==> config.mk <==
export PLATFORM = sky130hd
export DESIGN_NAME = adc_conversion_control_flat
export DESIGN_NICKNAME = d
export VERILOG_FILES = /design/src/inc/adc_ctl_pkg.sv /design/src/inc/adc_ctl_if.sv /design/src/logic/adc_conversion_control.sv /design/src/flat_wrapper.sv
export VERILOG_INCLUDE_DIRS = /design/src /design/src/inc
export SDC_FILE = /design/constraint.sdc
export NUM_CORES = 1
export LEC_CHECK = 0
export ABC_AREA = 1
export CAP_MARGIN = 20
export CELL_PAD_IN_SITES_DETAIL_PLACEMENT = 0
export CELL_PAD_IN_SITES_GLOBAL_PLACEMENT = 1
export CORE_ASPECT_RATIO = 1.25
export CORE_MARGIN = 2
export CORE_UTILIZATION = 43
export CTS_BUF_LIST = sky130_fd_sc_hd__clkbuf_16
export CTS_CLUSTER_DIAMETER = 50
export DETAILED_ROUTE_END_ITERATION = 16
export DONT_BUFFER_PORTS = 1
export PLACE_DENSITY_LB_ADDON = 0.1
export SETUP_SLACK_MARGIN = 0.5
export SLEW_MARGIN = 0
export SYNTH_ARGS = -nofsm -noshare
export SYNTH_HDL_FRONTEND = slang
export SYNTH_SLANG_ARGS = --single-unit
==> constraint.sdc <==
create_clock -name core_clk -period 2 [get_ports core_clk]
set_clock_uncertainty 0.2 [all_clocks]
set_input_delay 0.1 -clock core_clk [delete_from_list [all_inputs] [get_ports core_clk]]
set_output_delay 0.1 -clock core_clk [all_outputs]
set_load 0.005 [all_outputs]
==> src/inc/adc_ctl_defs.svh <==
// timing counts and field positions for the converter control link
// assumes a 250 MHz core clock (4 ns period)
`ifndef ADC_CTL_DEFS_SVH
`define ADC_CTL_DEFS_SVH

`define CLK_PERIOD_NS 4
// faster grade step interval and decision point, in ns
`define STEP_NS 950
`define DECIDE_NS 850
// rounded down: longest times
`define STEP_CYC (`STEP_NS / `CLK_PERIOD_NS)
`define DECIDE_CYC (`DECIDE_NS / `CLK_PERIOD_NS)
// lead of data valid before status falls, least figure rounded up
`define LEAD_NS 25
`define LEAD_CYC ((`LEAD_NS + `CLK_PERIOD_NS - 1) / `CLK_PERIOD_NS)
// hold of data after read/convert low, rounded up
`define HOLD_NS 25
`define HOLD_CYC ((`HOLD_NS + `CLK_PERIOD_NS - 1) / `CLK_PERIOD_NS)
// host pulse widths on read/convert select
`define LOW_PULSE_NS 50
`define HIGH_PULSE_NS 150
`define LOW_PULSE_CYC ((`LOW_PULSE_NS + `CLK_PERIOD_NS - 1) / `CLK_PERIOD_NS)
`define HIGH_PULSE_CYC ((`HIGH_PULSE_NS + `CLK_PERIOD_NS - 1) / `CLK_PERIOD_NS)
`define RESULT_BITS 12
`define SHORT_BITS 8
`define BYTE_HI_MSB 11
`define BYTE_HI_LSB 4
`define NIBBLE_MSB 3

`endif

==> src/inc/adc_ctl_pkg.sv <==
// types shared by both ends of the converter control link
// assumes adc_ctl_defs.svh for numeric constants
package adc_ctl_pkg;
    typedef enum logic [1:0] {
        CONV_IDLE = 2'b00,
        CONV_STEP = 2'b01,
        CONV_LEAD = 2'b10
    } conv_state_e;

    typedef enum logic [2:0] {
        HOST_IDLE = 3'b000,
        HOST_CONV_LOW = 3'b001,
        HOST_WAIT = 3'b010,
        HOST_READ_A = 3'b011,
        HOST_GAP = 3'b100,
        HOST_READ_B = 3'b101,
        HOST_DONE = 3'b110
    } host_state_e;
endpackage

==> src/inc/adc_ctl_if.sv <==
// control pins between processor side and converter
// data bus resolution from enables is left to the bench
`timescale 1ns/10ps
`default_nettype none
interface adc_ctl_if;
    logic chipActive;
    logic deviceSelN;
    logic readConvSel;
    logic wordWidthSel;
    logic byteAndLengthSelect;
    logic conversionStatus;
    logic [11:0] dataOut;
    logic [11:0] dataOe;

    modport device (
        input chipActive, deviceSelN, readConvSel, wordWidthSel, byteAndLengthSelect,
        output conversionStatus, dataOut, dataOe
    );
    modport host (
        output chipActive, deviceSelN, readConvSel, wordWidthSel, byteAndLengthSelect,
        input conversionStatus, dataOut, dataOe
    );
endinterface
`default_nettype wire

==> src/logic/adc_conversion_control.sv <==
// converter end: conversion sequencing, status and three-state data lanes
// assumes control pins arrive asynchronously; comparator is a plain input bit
`timescale 1ns/10ps
`default_nettype none
`include "adc_ctl_defs.svh"

//  Function
// - step trial code every step interval
// - take comparator decision after settle delay
// - processor control or stand-alone via read/convert
// - 8/12-bit conversion, left-justified, 12 or 8+4 read
// - stand-alone: host straps pins, 12-bit words
// - data readable when read high, status low
// - host keeps read/convert low/high minimum widths
// - data valid a lead before status falls (result latched then, but lanes are enabled only once status is low)
// - hold data briefly after read/convert low
// - status high only converting; ignore restarts
// - start when last start condition becomes active
// - latch length select; 8-bit pads 1000
// - byte mode: 8 MSBs or nibble plus zeros
module adc_conversion_control
    import adc_ctl_pkg::*;
#(
    parameter int STEP_CYCLES = `STEP_CYC,
    parameter int DECIDE_CYCLES = `DECIDE_CYC,
    parameter int LEAD_CYCLES = `LEAD_CYC,
    parameter int HOLD_CYCLES = `HOLD_CYC
) (
    input wire logic core_clk,           // core clock
    input wire logic rstn,               // async reset, low
    adc_ctl_if.device link,              // control pins
    input wire logic comparatorHigh,     // comparator: input above trial code
    output logic [11:0] trialCode,       // code to the dac
    output logic convBusy                // conversion in progress
);
    logic [1:0] ceSync, csSync, rcSync, wwSync, abSync;
    logic ce, csN, rc, ww, ab;
    logic startCond, startCondD;
    conv_state_e state;
    logic [11:0] searchReg;
    logic [11:0] resultReg;
    logic [3:0] bitIdx;
    logic [15:0] stepCnt;
    logic shortLen;
    logic statusReg;
    logic readEn;
    logic [7:0] holdCnt;
    logic [11:0] oeNext;
    logic [11:0] oeReg;
    logic [11:0] dataReg;

    // two-stage synchronisers; stage 0 feeds only stage 1
    always_ff @(posedge core_clk or negedge rstn) begin
        if (!rstn) begin
            ceSync <= 2'h0;
            csSync <= 2'h3;
            rcSync <= 2'h3;
            wwSync <= 2'h3;
            abSync <= 2'h0;
        end else begin
            ceSync <= {ceSync[0], link.chipActive};
            csSync <= {csSync[0], link.deviceSelN};
            rcSync <= {rcSync[0], link.readConvSel};
            wwSync <= {wwSync[0], link.wordWidthSel};
            abSync <= {abSync[0], link.byteAndLengthSelect};
        end
    end
    assign ce = ceSync[1];
    assign csN = csSync[1];
    assign rc = rcSync[1];
    assign ww = wwSync[1];
    assign ab = abSync[1];

    // start is the rising edge of the combined condition, whichever input came last
    assign startCond = ce && !csN && !rc;
    always_ff @(posedge core_clk or negedge rstn) begin
        if (!rstn) begin
            startCondD <= 1'b0;
        end else begin
            startCondD <= startCond;
        end
    end

    // successive approximation sequencer
    always_ff @(posedge core_clk or negedge rstn) begin
        if (!rstn) begin
            state <= CONV_IDLE;
            searchReg <= 12'h000;
            resultReg <= 12'h000;
            bitIdx <= 4'h0;
            stepCnt <= 16'h0000;
            shortLen <= 1'b0;
            statusReg <= 1'b0;
        end else begin
            unique case (state)
                CONV_IDLE: begin
                    // restarts are only looked at here, so busy ignores them
                    if (startCond && !startCondD) begin
                        shortLen <= ab;
                        searchReg <= 12'h800;
                        bitIdx <= 4'hb;
                        stepCnt <= 16'h0000;
                        statusReg <= 1'b1;
                        state <= CONV_STEP;
                    end
                end
                CONV_STEP: begin
                    stepCnt <= stepCnt + 16'h0001;
                    if (stepCnt == 16'(DECIDE_CYCLES - 1)) begin
                        searchReg[bitIdx] <= comparatorHigh;
                    end
                    if (stepCnt == 16'(STEP_CYCLES - 1)) begin
                        stepCnt <= 16'h0000;
                        if (bitIdx == 4'h0 || (shortLen && bitIdx == 4'h4)) begin
                            // 8-bit result: three zeros below a one in the low nibble
                            if (shortLen) begin
                                resultReg <= {searchReg[11:4], 4'h8};
                            end else begin
                                resultReg <= searchReg;
                            end
                            state <= CONV_LEAD;
                        end else begin
                            bitIdx <= bitIdx - 4'h1;
                            searchReg[bitIdx - 4'h1] <= 1'b1;
                        end
                    end
                end
                CONV_LEAD: begin
                    // result already latched; status drops after the lead
                    stepCnt <= stepCnt + 16'h0001;
                    if (stepCnt == 16'(LEAD_CYCLES - 1)) begin
                        statusReg <= 1'b0;
                        state <= CONV_IDLE;
                    end
                end
                default: begin
                    state <= CONV_IDLE;
                end
            endcase
        end
    end

    assign readEn = ce && !csN && rc && !statusReg;

    // hold timer keeps lanes driven briefly after read/convert falls
    always_ff @(posedge core_clk or negedge rstn) begin
        if (!rstn) begin
            holdCnt <= 8'h00;
        end else if (readEn) begin
            holdCnt <= 8'(HOLD_CYCLES);
        end else if (holdCnt != 8'h00) begin
            holdCnt <= holdCnt - 8'h01;
        end
    end

    // lane enables; byte lanes switch through one all-off cycle
    always_comb begin
        oeNext = 12'h000;
        if (readEn) begin
            if (ww) begin
                oeNext = 12'hfff;
            end else if (!ab) begin
                oeNext = 12'hff0;
            end else begin
                // upper four lanes off so a strapped byte bus never sees two drivers
                oeNext = 12'h0ff;
            end
        end else if (holdCnt != 8'h00) begin
            oeNext = oeReg;
        end
    end

    always_ff @(posedge core_clk or negedge rstn) begin
        if (!rstn) begin
            oeReg <= 12'h000;
            dataReg <= 12'h000;
        end else begin
            // break before make: any change of lanes passes through all-off
            if (oeReg != 12'h000 && oeNext != oeReg) begin
                oeReg <= 12'h000;
            end else begin
                oeReg <= oeNext;
            end
            if (readEn) begin
                if (ww) begin
                    dataReg <= resultReg;
                end else if (!ab) begin
                    dataReg <= {resultReg[11:4], 4'h0};
                end else begin
                    dataReg <= {8'h00, resultReg[3:0]};
                end
            end
        end
    end

    assign link.dataOut = dataReg;
    assign link.dataOe = oeReg;
    assign link.conversionStatus = statusReg;
    assign trialCode = searchReg;
    assign convBusy = statusReg;
endmodule
`default_nettype wire

==> src/flat_wrapper.sv <==
// flat-port wrapper written by rule: the top's interface ports become plain ports
module adc_conversion_control_flat import adc_ctl_pkg::*;
#(
    parameter int STEP_CYCLES = `STEP_CYC,
    parameter int DECIDE_CYCLES = `DECIDE_CYC,
    parameter int LEAD_CYCLES = `LEAD_CYC,
    parameter int HOLD_CYCLES = `HOLD_CYC
)
  (core_clk, rstn, comparatorHigh, trialCode, convBusy, link_chipActive, link_deviceSelN, link_readConvSel, link_wordWidthSel, link_byteAndLengthSelect, link_conversionStatus, link_dataOut, link_dataOe);
  adc_ctl_if link_i ();
  input wire logic core_clk;
  input wire logic rstn;
  input wire logic comparatorHigh;
  output logic [11:0] trialCode;
  output logic convBusy;
  input wire logic [$bits(link_i.chipActive)-1:0] link_chipActive;
  input wire logic [$bits(link_i.deviceSelN)-1:0] link_deviceSelN;
  input wire logic [$bits(link_i.readConvSel)-1:0] link_readConvSel;
  input wire logic [$bits(link_i.wordWidthSel)-1:0] link_wordWidthSel;
  input wire logic [$bits(link_i.byteAndLengthSelect)-1:0] link_byteAndLengthSelect;
  output wire logic [$bits(link_i.conversionStatus)-1:0] link_conversionStatus;
  output wire logic [$bits(link_i.dataOut)-1:0] link_dataOut;
  output wire logic [$bits(link_i.dataOe)-1:0] link_dataOe;
  assign link_i.chipActive = link_chipActive;
  assign link_i.deviceSelN = link_deviceSelN;
  assign link_i.readConvSel = link_readConvSel;
  assign link_i.wordWidthSel = link_wordWidthSel;
  assign link_i.byteAndLengthSelect = link_byteAndLengthSelect;
  assign link_conversionStatus = link_i.conversionStatus;
  assign link_dataOut = link_i.dataOut;
  assign link_dataOe = link_i.dataOe;
  adc_conversion_control #(.STEP_CYCLES(STEP_CYCLES), .DECIDE_CYCLES(DECIDE_CYCLES), .LEAD_CYCLES(LEAD_CYCLES), .HOLD_CYCLES(HOLD_CYCLES)) u_core (.core_clk(core_clk), .rstn(rstn), .link(link_i), .comparatorHigh(comparatorHigh), .trialCode(trialCode), .convBusy(convBusy));
endmodule
# Word level (Yosys, flattened, before mapping)
# Cells that the tools add are included.
dict set report totals {
  ff_bits 91
  input_bits 8
  out_inout_bits 38
  wordCells 101
}
dict set report classes {
  n_addsub 3
  n_lt_le_gt_ge 4
  eq_ne 12
  muxes 36
  bitwise 1
  n_reduce_logical 29
}
# operator n
set ops {}
lappend ops {{two-way mux 12 bit} 12}
lappend ops {{case mux 16 bit (3 select lines)} 1}
lappend ops {{== test 16 x 8 -> 1 bit, second input constant} 2}
lappend ops {{two-way mux 16 bit} 2}
lappend ops {{case mux 12 bit (2 select lines)} 1}
lappend ops {{adder 16 x 1 -> 16 bit, second input constant} 1}
lappend ops {{== test 16 x 3 -> 1 bit, second input constant} 1}
lappend ops {{two-way mux 4 bit} 4}
lappend ops {{two-way mux 8 bit} 2}
lappend ops {{bitwise mux 12 bit} 1}
lappend ops {{!= test 12 bit} 1}
lappend ops {{bitwise OR 12 bit} 1}
lappend ops {{nonzero test 12 bit} 1}
lappend ops {{< comparator 4 x 5 -> 1 bit, second input constant} 2}
lappend ops {{logical AND 1 bit} 9}
lappend ops {{demux 1 bit (select 4 bit)} 2}
lappend ops {{greater-or-equal comparator 4 x 1 -> 1 bit, second input constant} 2}
lappend ops {{two-way mux 2 bit} 4}
lappend ops {{!= test 2 x 1 -> 1 bit, second input constant} 4}
lappend ops {{case mux 4 bit (2 select lines)} 1}
lappend ops {{AND reduction 4 bit} 2}
lappend ops {{nonzero test 8 bit} 1}
lappend ops {{subtractor 8 x 1 -> 8 bit, second input constant} 1}
lappend ops {{case mux 2 bit (3 select lines)} 1}
lappend ops {{15 further kinds} 26}

# Longest topological paths before layout
dict set report depth {
  ltp_word 11
  mapped_depth 13
  mapped_depth_nobuf 12
}

# Worst setup path before layout
# OpenSTA, ideal clock, no wires.
dict set report synth_path {
  path_kind {reg-to-reg}
  start {register u_core.holdCnt[0]}
  end {register u_core.oeReg[10] (netlist: u_core.link.dataOe[10])}
  setup_time_ps 76
  arrival_ps 1681
  required_ps 1724
  slack_ps 43
  path_stages_with_launch 13
  n_path_buf 2
  synth_period_minus_slack_ps 1957
  path_cell_list {dfrtp_1 -> inv_1 -> ha_1 -> nand2_1 -> nor2_2 -> nand3_4 -> buf_12 -> nand4_1 -> nand3_1 -> nor2_2 -> nand3_2 -> buf_6 -> a21oi_2}
}
dict set report synth_via {
  elab_chain_len 6
}
# item line
set synth_lines {}
lappend synth_lines {{start: declaration} adc_conversion_control.sv:47} ;# logic [7:0] holdCnt;
lappend synth_lines {{start signal: assignment} adc_conversion_control.sv:150} ;# holdCnt <= 8'(HOLD_CYCLES);
lappend synth_lines {{start signal: assignment} adc_conversion_control.sv:152} ;# holdCnt <= holdCnt - 8'h01;
lappend synth_lines {{nonzero test 8 bit *} adc_conversion_control.sv:168} ;# end else if (holdCnt != 8'h00) begin
lappend synth_lines {{two-way mux 12 bit *} adc_conversion_control.sv:168}
lappend synth_lines {{two-way mux 12 bit *} adc_conversion_control.sv:159} ;# if (readEn) begin
lappend synth_lines {{!= test 12 bit} adc_conversion_control.sv:179} ;# if (oeReg != 12'h000 && oeNext != oeReg) begin
lappend synth_lines {{logical AND 1 bit} adc_conversion_control.sv:179}
lappend synth_lines {{two-way mux 12 bit *} adc_conversion_control.sv:179}
lappend synth_lines {{end signal: assignment} adc_conversion_control.sv:182} ;# oeReg <= oeNext;
lappend synth_lines {{end: declaration} adc_conversion_control.sv:49} ;# logic [11:0] oeReg;
# Mark *: on every way between the ends. The rest lies on a longest branch, timed or not.
# A chain may end at the register's enable or synchronous reset.

# Worst setup path after layout
dict set report layout_path {
  start {register u_core.rcSync[1]}
  end {register u_core.oeReg[0] (netlist: u_core.link.dataOe[0])}
}
dict set report layout_via {
  elab_chain_len 6
}
# item line
set layout_lines {}
lappend layout_lines {{start: declaration} adc_conversion_control.sv:36} ;# logic [1:0] ceSync, csSync, rcSync, wwSync, abSync;
lappend layout_lines {{start signal: assignment} adc_conversion_control.sv:63} ;# rcSync <= {rcSync[0], link.readConvSel};
lappend layout_lines {{logical AND 1 bit * (2 in series)} adc_conversion_control.sv:143} ;# assign readEn = ce && !csN && rc && !statusReg;
lappend layout_lines {{two-way mux 12 bit *} adc_conversion_control.sv:159}
lappend layout_lines {{!= test 12 bit} adc_conversion_control.sv:179}
lappend layout_lines {{logical AND 1 bit} adc_conversion_control.sv:179}
lappend layout_lines {{two-way mux 12 bit *} adc_conversion_control.sv:179}
# Marked as above.

==> results.json <==
{
  "coreArea_sq_um": 10700,
  "ant_nets": 0,
  "grt_start_max_net_pins": 92,
  "hpwl_mm": 8.38,
  "ff_latch_area_sq_um": 2290,
  "hold_slack_ps": -765,
  "first_pass_iters": 4,
  "ff2ff_path_depth": 12,
  "hold_buffers": 6,
  "hold_class": "input port to async pin",
  "synth_top_area_share_pct": 44.8,
  "fillCellCount": 880,
  "insertion_delay_ps": 350,
  "vias": 4316,
  "drc": 0,
  "drt-total-wl_mm": 13.0,
  "final_nets": 689,
  "wire_per_inst_um": 16.1,
  "ys_top_cells_by_area": "dfrtp_1 45%, nand2_1 11%, o21ai_0 6.8%",
  "cp.arrival_ps": 2120,
  "ys_ff_latch": 91,
  "io_pins": 46,
  "fmax_ghz": 0.491,
  "worst_pin_slew_ps": 519,
  "design_area_sq_um": 6860,
  "core.rowCount": 42,
  "power.leakage_uw": 0.00306,
  "cts.reportedPaths.clkPinSlew_ps": 70,
  "finalSetupViolations": 14,
  "slew-limit-headroom_pct": 65.3,
  "cts_made_buffers": 9,
  "power.total_uw": 8430,
  "place_inst": 736,
  "cp.required_ps": 2080,
  "path_class": "flop to flop",
  "syn-num-nets": 592,
  "pre_cts_ws_ps": -28.1,
  "ys_seq_area_share_pct": 48.1,
  "die-area_sq_um": 11900,
  "drtIter0Drc": 169,
  "crit_fanout": 12,
  "cts.sinks": 91,
  "async_reset_ff_share_pct": 100,
  "die_h_um": 122,
  "violations": "negative hold slack, negative setup slack",
  "irDropWorstVdd_mv": 0.662,
  "utilization_pct": 64.3,
  "worst_slack_ps": -35.3,
  "hold_viol": 91,
  "grt_setup_unrepaired": "true",
  "initial_core_util_pct": 44.5,
  "start_kind": "flop",
  "r2r_setup_slack_ps": -40,
  "via_per_inst": 5.35,
  "h-tree-depth": 3,
  "port_buffers": 0,
  "r2r-start": "u_core.rcSync[1]",
  "min_period_over_period_pct": 102,
  "fin_crit_ps": 2040,
  "ys_warn_count": 0,
  "dpl_cell_area_sq_um": 5400,
  "final_layout_size_suffix_gt1_share_pct": 42.4,
  "clock-root-buffer": "clkbuf_16",
  "grt_pass1_vias": 4320,
  "syn-instance-count": 573,
  "yosysUniqueCellTypes": 45,
  "grt_overflow": 0,
  "power_density_nw_per_um2": 1230,
  "avgSynthCellArea_sq_um": 8.29,
  "syn_area_sq_um": 4750,
  "die-width_um": 98.0,
  "antenna_cells": 0,
  "syn_to_final_growth_pct": 44.4,
  "final_max_slew_viol_count": 0,
  "status": "finished with violations",
  "globalplace.congestion": 0.838,
  "grtUsageTotal_pct": 22.4,
  "end_kind": "flop",
  "synth_top_cell_by_area": "dfrtp_1",
  "cts_buffer_depth": 2,
  "grt_antenna_before_repair": 0,
  "synth_top_flop_cell": "dfrtp_1",
  "multi_input_area_sq_um": 2850,
  "synth_edf_count": 0,
  "cap_violations": 0,
  "fin_cells": 807,
  "tritoncts": "yes",
  "r2r_end": "u_core.link.dataOe[0]",
  "grt_pass1_wl_mm": 21.4
}
[critical path, stage by stage, from the launching register on]
cell     delay, ps
dfstp_2        540
inv_2           40
nor2_4          90
nand2_4        110
buf_4          180
nand2_2         70
nand4_1         90
nand2_1         70
nand2_1         60
nor2_2         110
nand3_2         90
buf_12         160
a21oi_1        140
[layout make-up]
| class | instances | area share [%] |
|---|---|---|
| Inverter | 71 | 4.61 |
| Tap cell | 132 | 2.41 |
| Clock buffer | 9 | 3.28 |
| Sequential cell | 91 | 33.3 |
| Timing Repair Buffer | 102 | 13.8 |
| Clock inverter | 7 | 0.985 |
| Multi-Input combinational cell | 395 | 41.5 |
[cells in the mapped netlist, types with 6 or more instances]
cell,number
ha_1,11
nor3_1,10
nand4_1,20
dfstp_2,6
dfrtp_1,85
xor2_1,7
nor4_1,6
a21oi_2,11
nand2_1,133
nor2_1,42
o21ai_0,65
inv_1,66
nand3_1,29
clkbuf_1,7
a21oi_1,19
[registers in the layout, indices dropped and copies added (netlist names)]
register and cells:
u_core.ceSync 2, u_core.bitIdx 4, u_core.state 2, u_core.shortLen 1, u_core.stepCnt 16, u_core.trialCode 12, u_core.convBusy 1, u_core.wwSync 2
u_core.csSync 2, u_core.abSync 2, u_core.resultReg 12, u_core.startCondD 1, u_core.holdCnt 8, u_core.link.dataOut 12, u_core.link.dataOe 12, u_core.rcSync 2
[where the power goes]
part / internal [uW] / leakage, uW / switching, uW / total [uW]
logic: 1680 / 0.00172 / 2460 / 4140
registers: 2190 / 0.00119 / 405 / 2600
clock network: 879 / 0.000142 / 820 / 1700
total: 4750 / 0.00306 / 3690 / 8430
[kinds of logic after synthesis]
| family | synth area share [%] |
|---|---|
| flops | 48.1 |
| compound gates | 14.5 |
| xor+xnor | 1.29 |
| buf+inv | 7.98 |
| simple gates | 24.8 |
| mux | 0.474 |
| fa+ha+maj | 2.90 |
[worst max path at each step]
stage	start	to	slack, ps	cells past startpoint
2_1_floorplan	u_core.rcSync[1]	u_core.link.dataOe[10]	140	12
3_3_place_gp	u_core.rcSync[1]	u_core.link.dataOe[11]	10	11
4_1_cts	u_core.holdCnt[0]	u_core.link.dataOe[11]	-30	12
3_5_place_dp	u_core.rcSync[1]	u_core.link.dataOe[11]	-30	12
5_1_grt	u_core.stepCnt[13]	u_core.trialCode[9]	-150	9
6_report	u_core.rcSync[1]	u_core.link.dataOe[0]	-40	12
[metrics by stage]
step,hold slack (ps),TNS [ps]
floorplan,-396,0
global placement,-393,0
detailed placement,-393,-57.0
CTS,-770,-110
global route,-777,-2680
finish,-765,-170
[repair_timing]
action,4_1_cts,5_1_grt
gates resized for setup,120,64
buffers inserted,35,12
hold endpoints to repair,108,91
pin swaps,44,23
cloned,0,2
endpoints found under the setup margin,77,80
[placed cells by master (no fill, tap or decap), types with 8 or more instances in the layout]
| cell type | n |
|---|---|
| a21oi_1 | 10 |
| a21oi_2 | 19 |
| buf_4 | 67 |
| buf_6 | 21 |
| clkbuf_16 | 10 |
| dfrtp_1 | 83 |
| inv_1 | 52 |
| inv_2 | 11 |
| nand2_1 | 99 |
| nand2_2 | 23 |
| nand2_4 | 13 |
| nand3_1 | 11 |
| nand3_2 | 14 |
| nand3_4 | 8 |
| nand4_1 | 20 |
| nor2_1 | 24 |
| nor2_2 | 8 |
| nor2_4 | 16 |
| o21ai_0 | 20 |
| o21ai_1 | 37 |
| o21ai_2 | 8 |
[per-layer routing]
metal / up-vias / routed length (um) / GRT usage, %
met5: - / 0 / 0
met2: 89 / 6510 / 37.0
met4: 0 / 211 / 7.99
met3: 20 / 612 / 5.34
met1: 2109 / 5620 / 28.9
li1: 2098 / - / -
(Power assumes the default switching activity.)
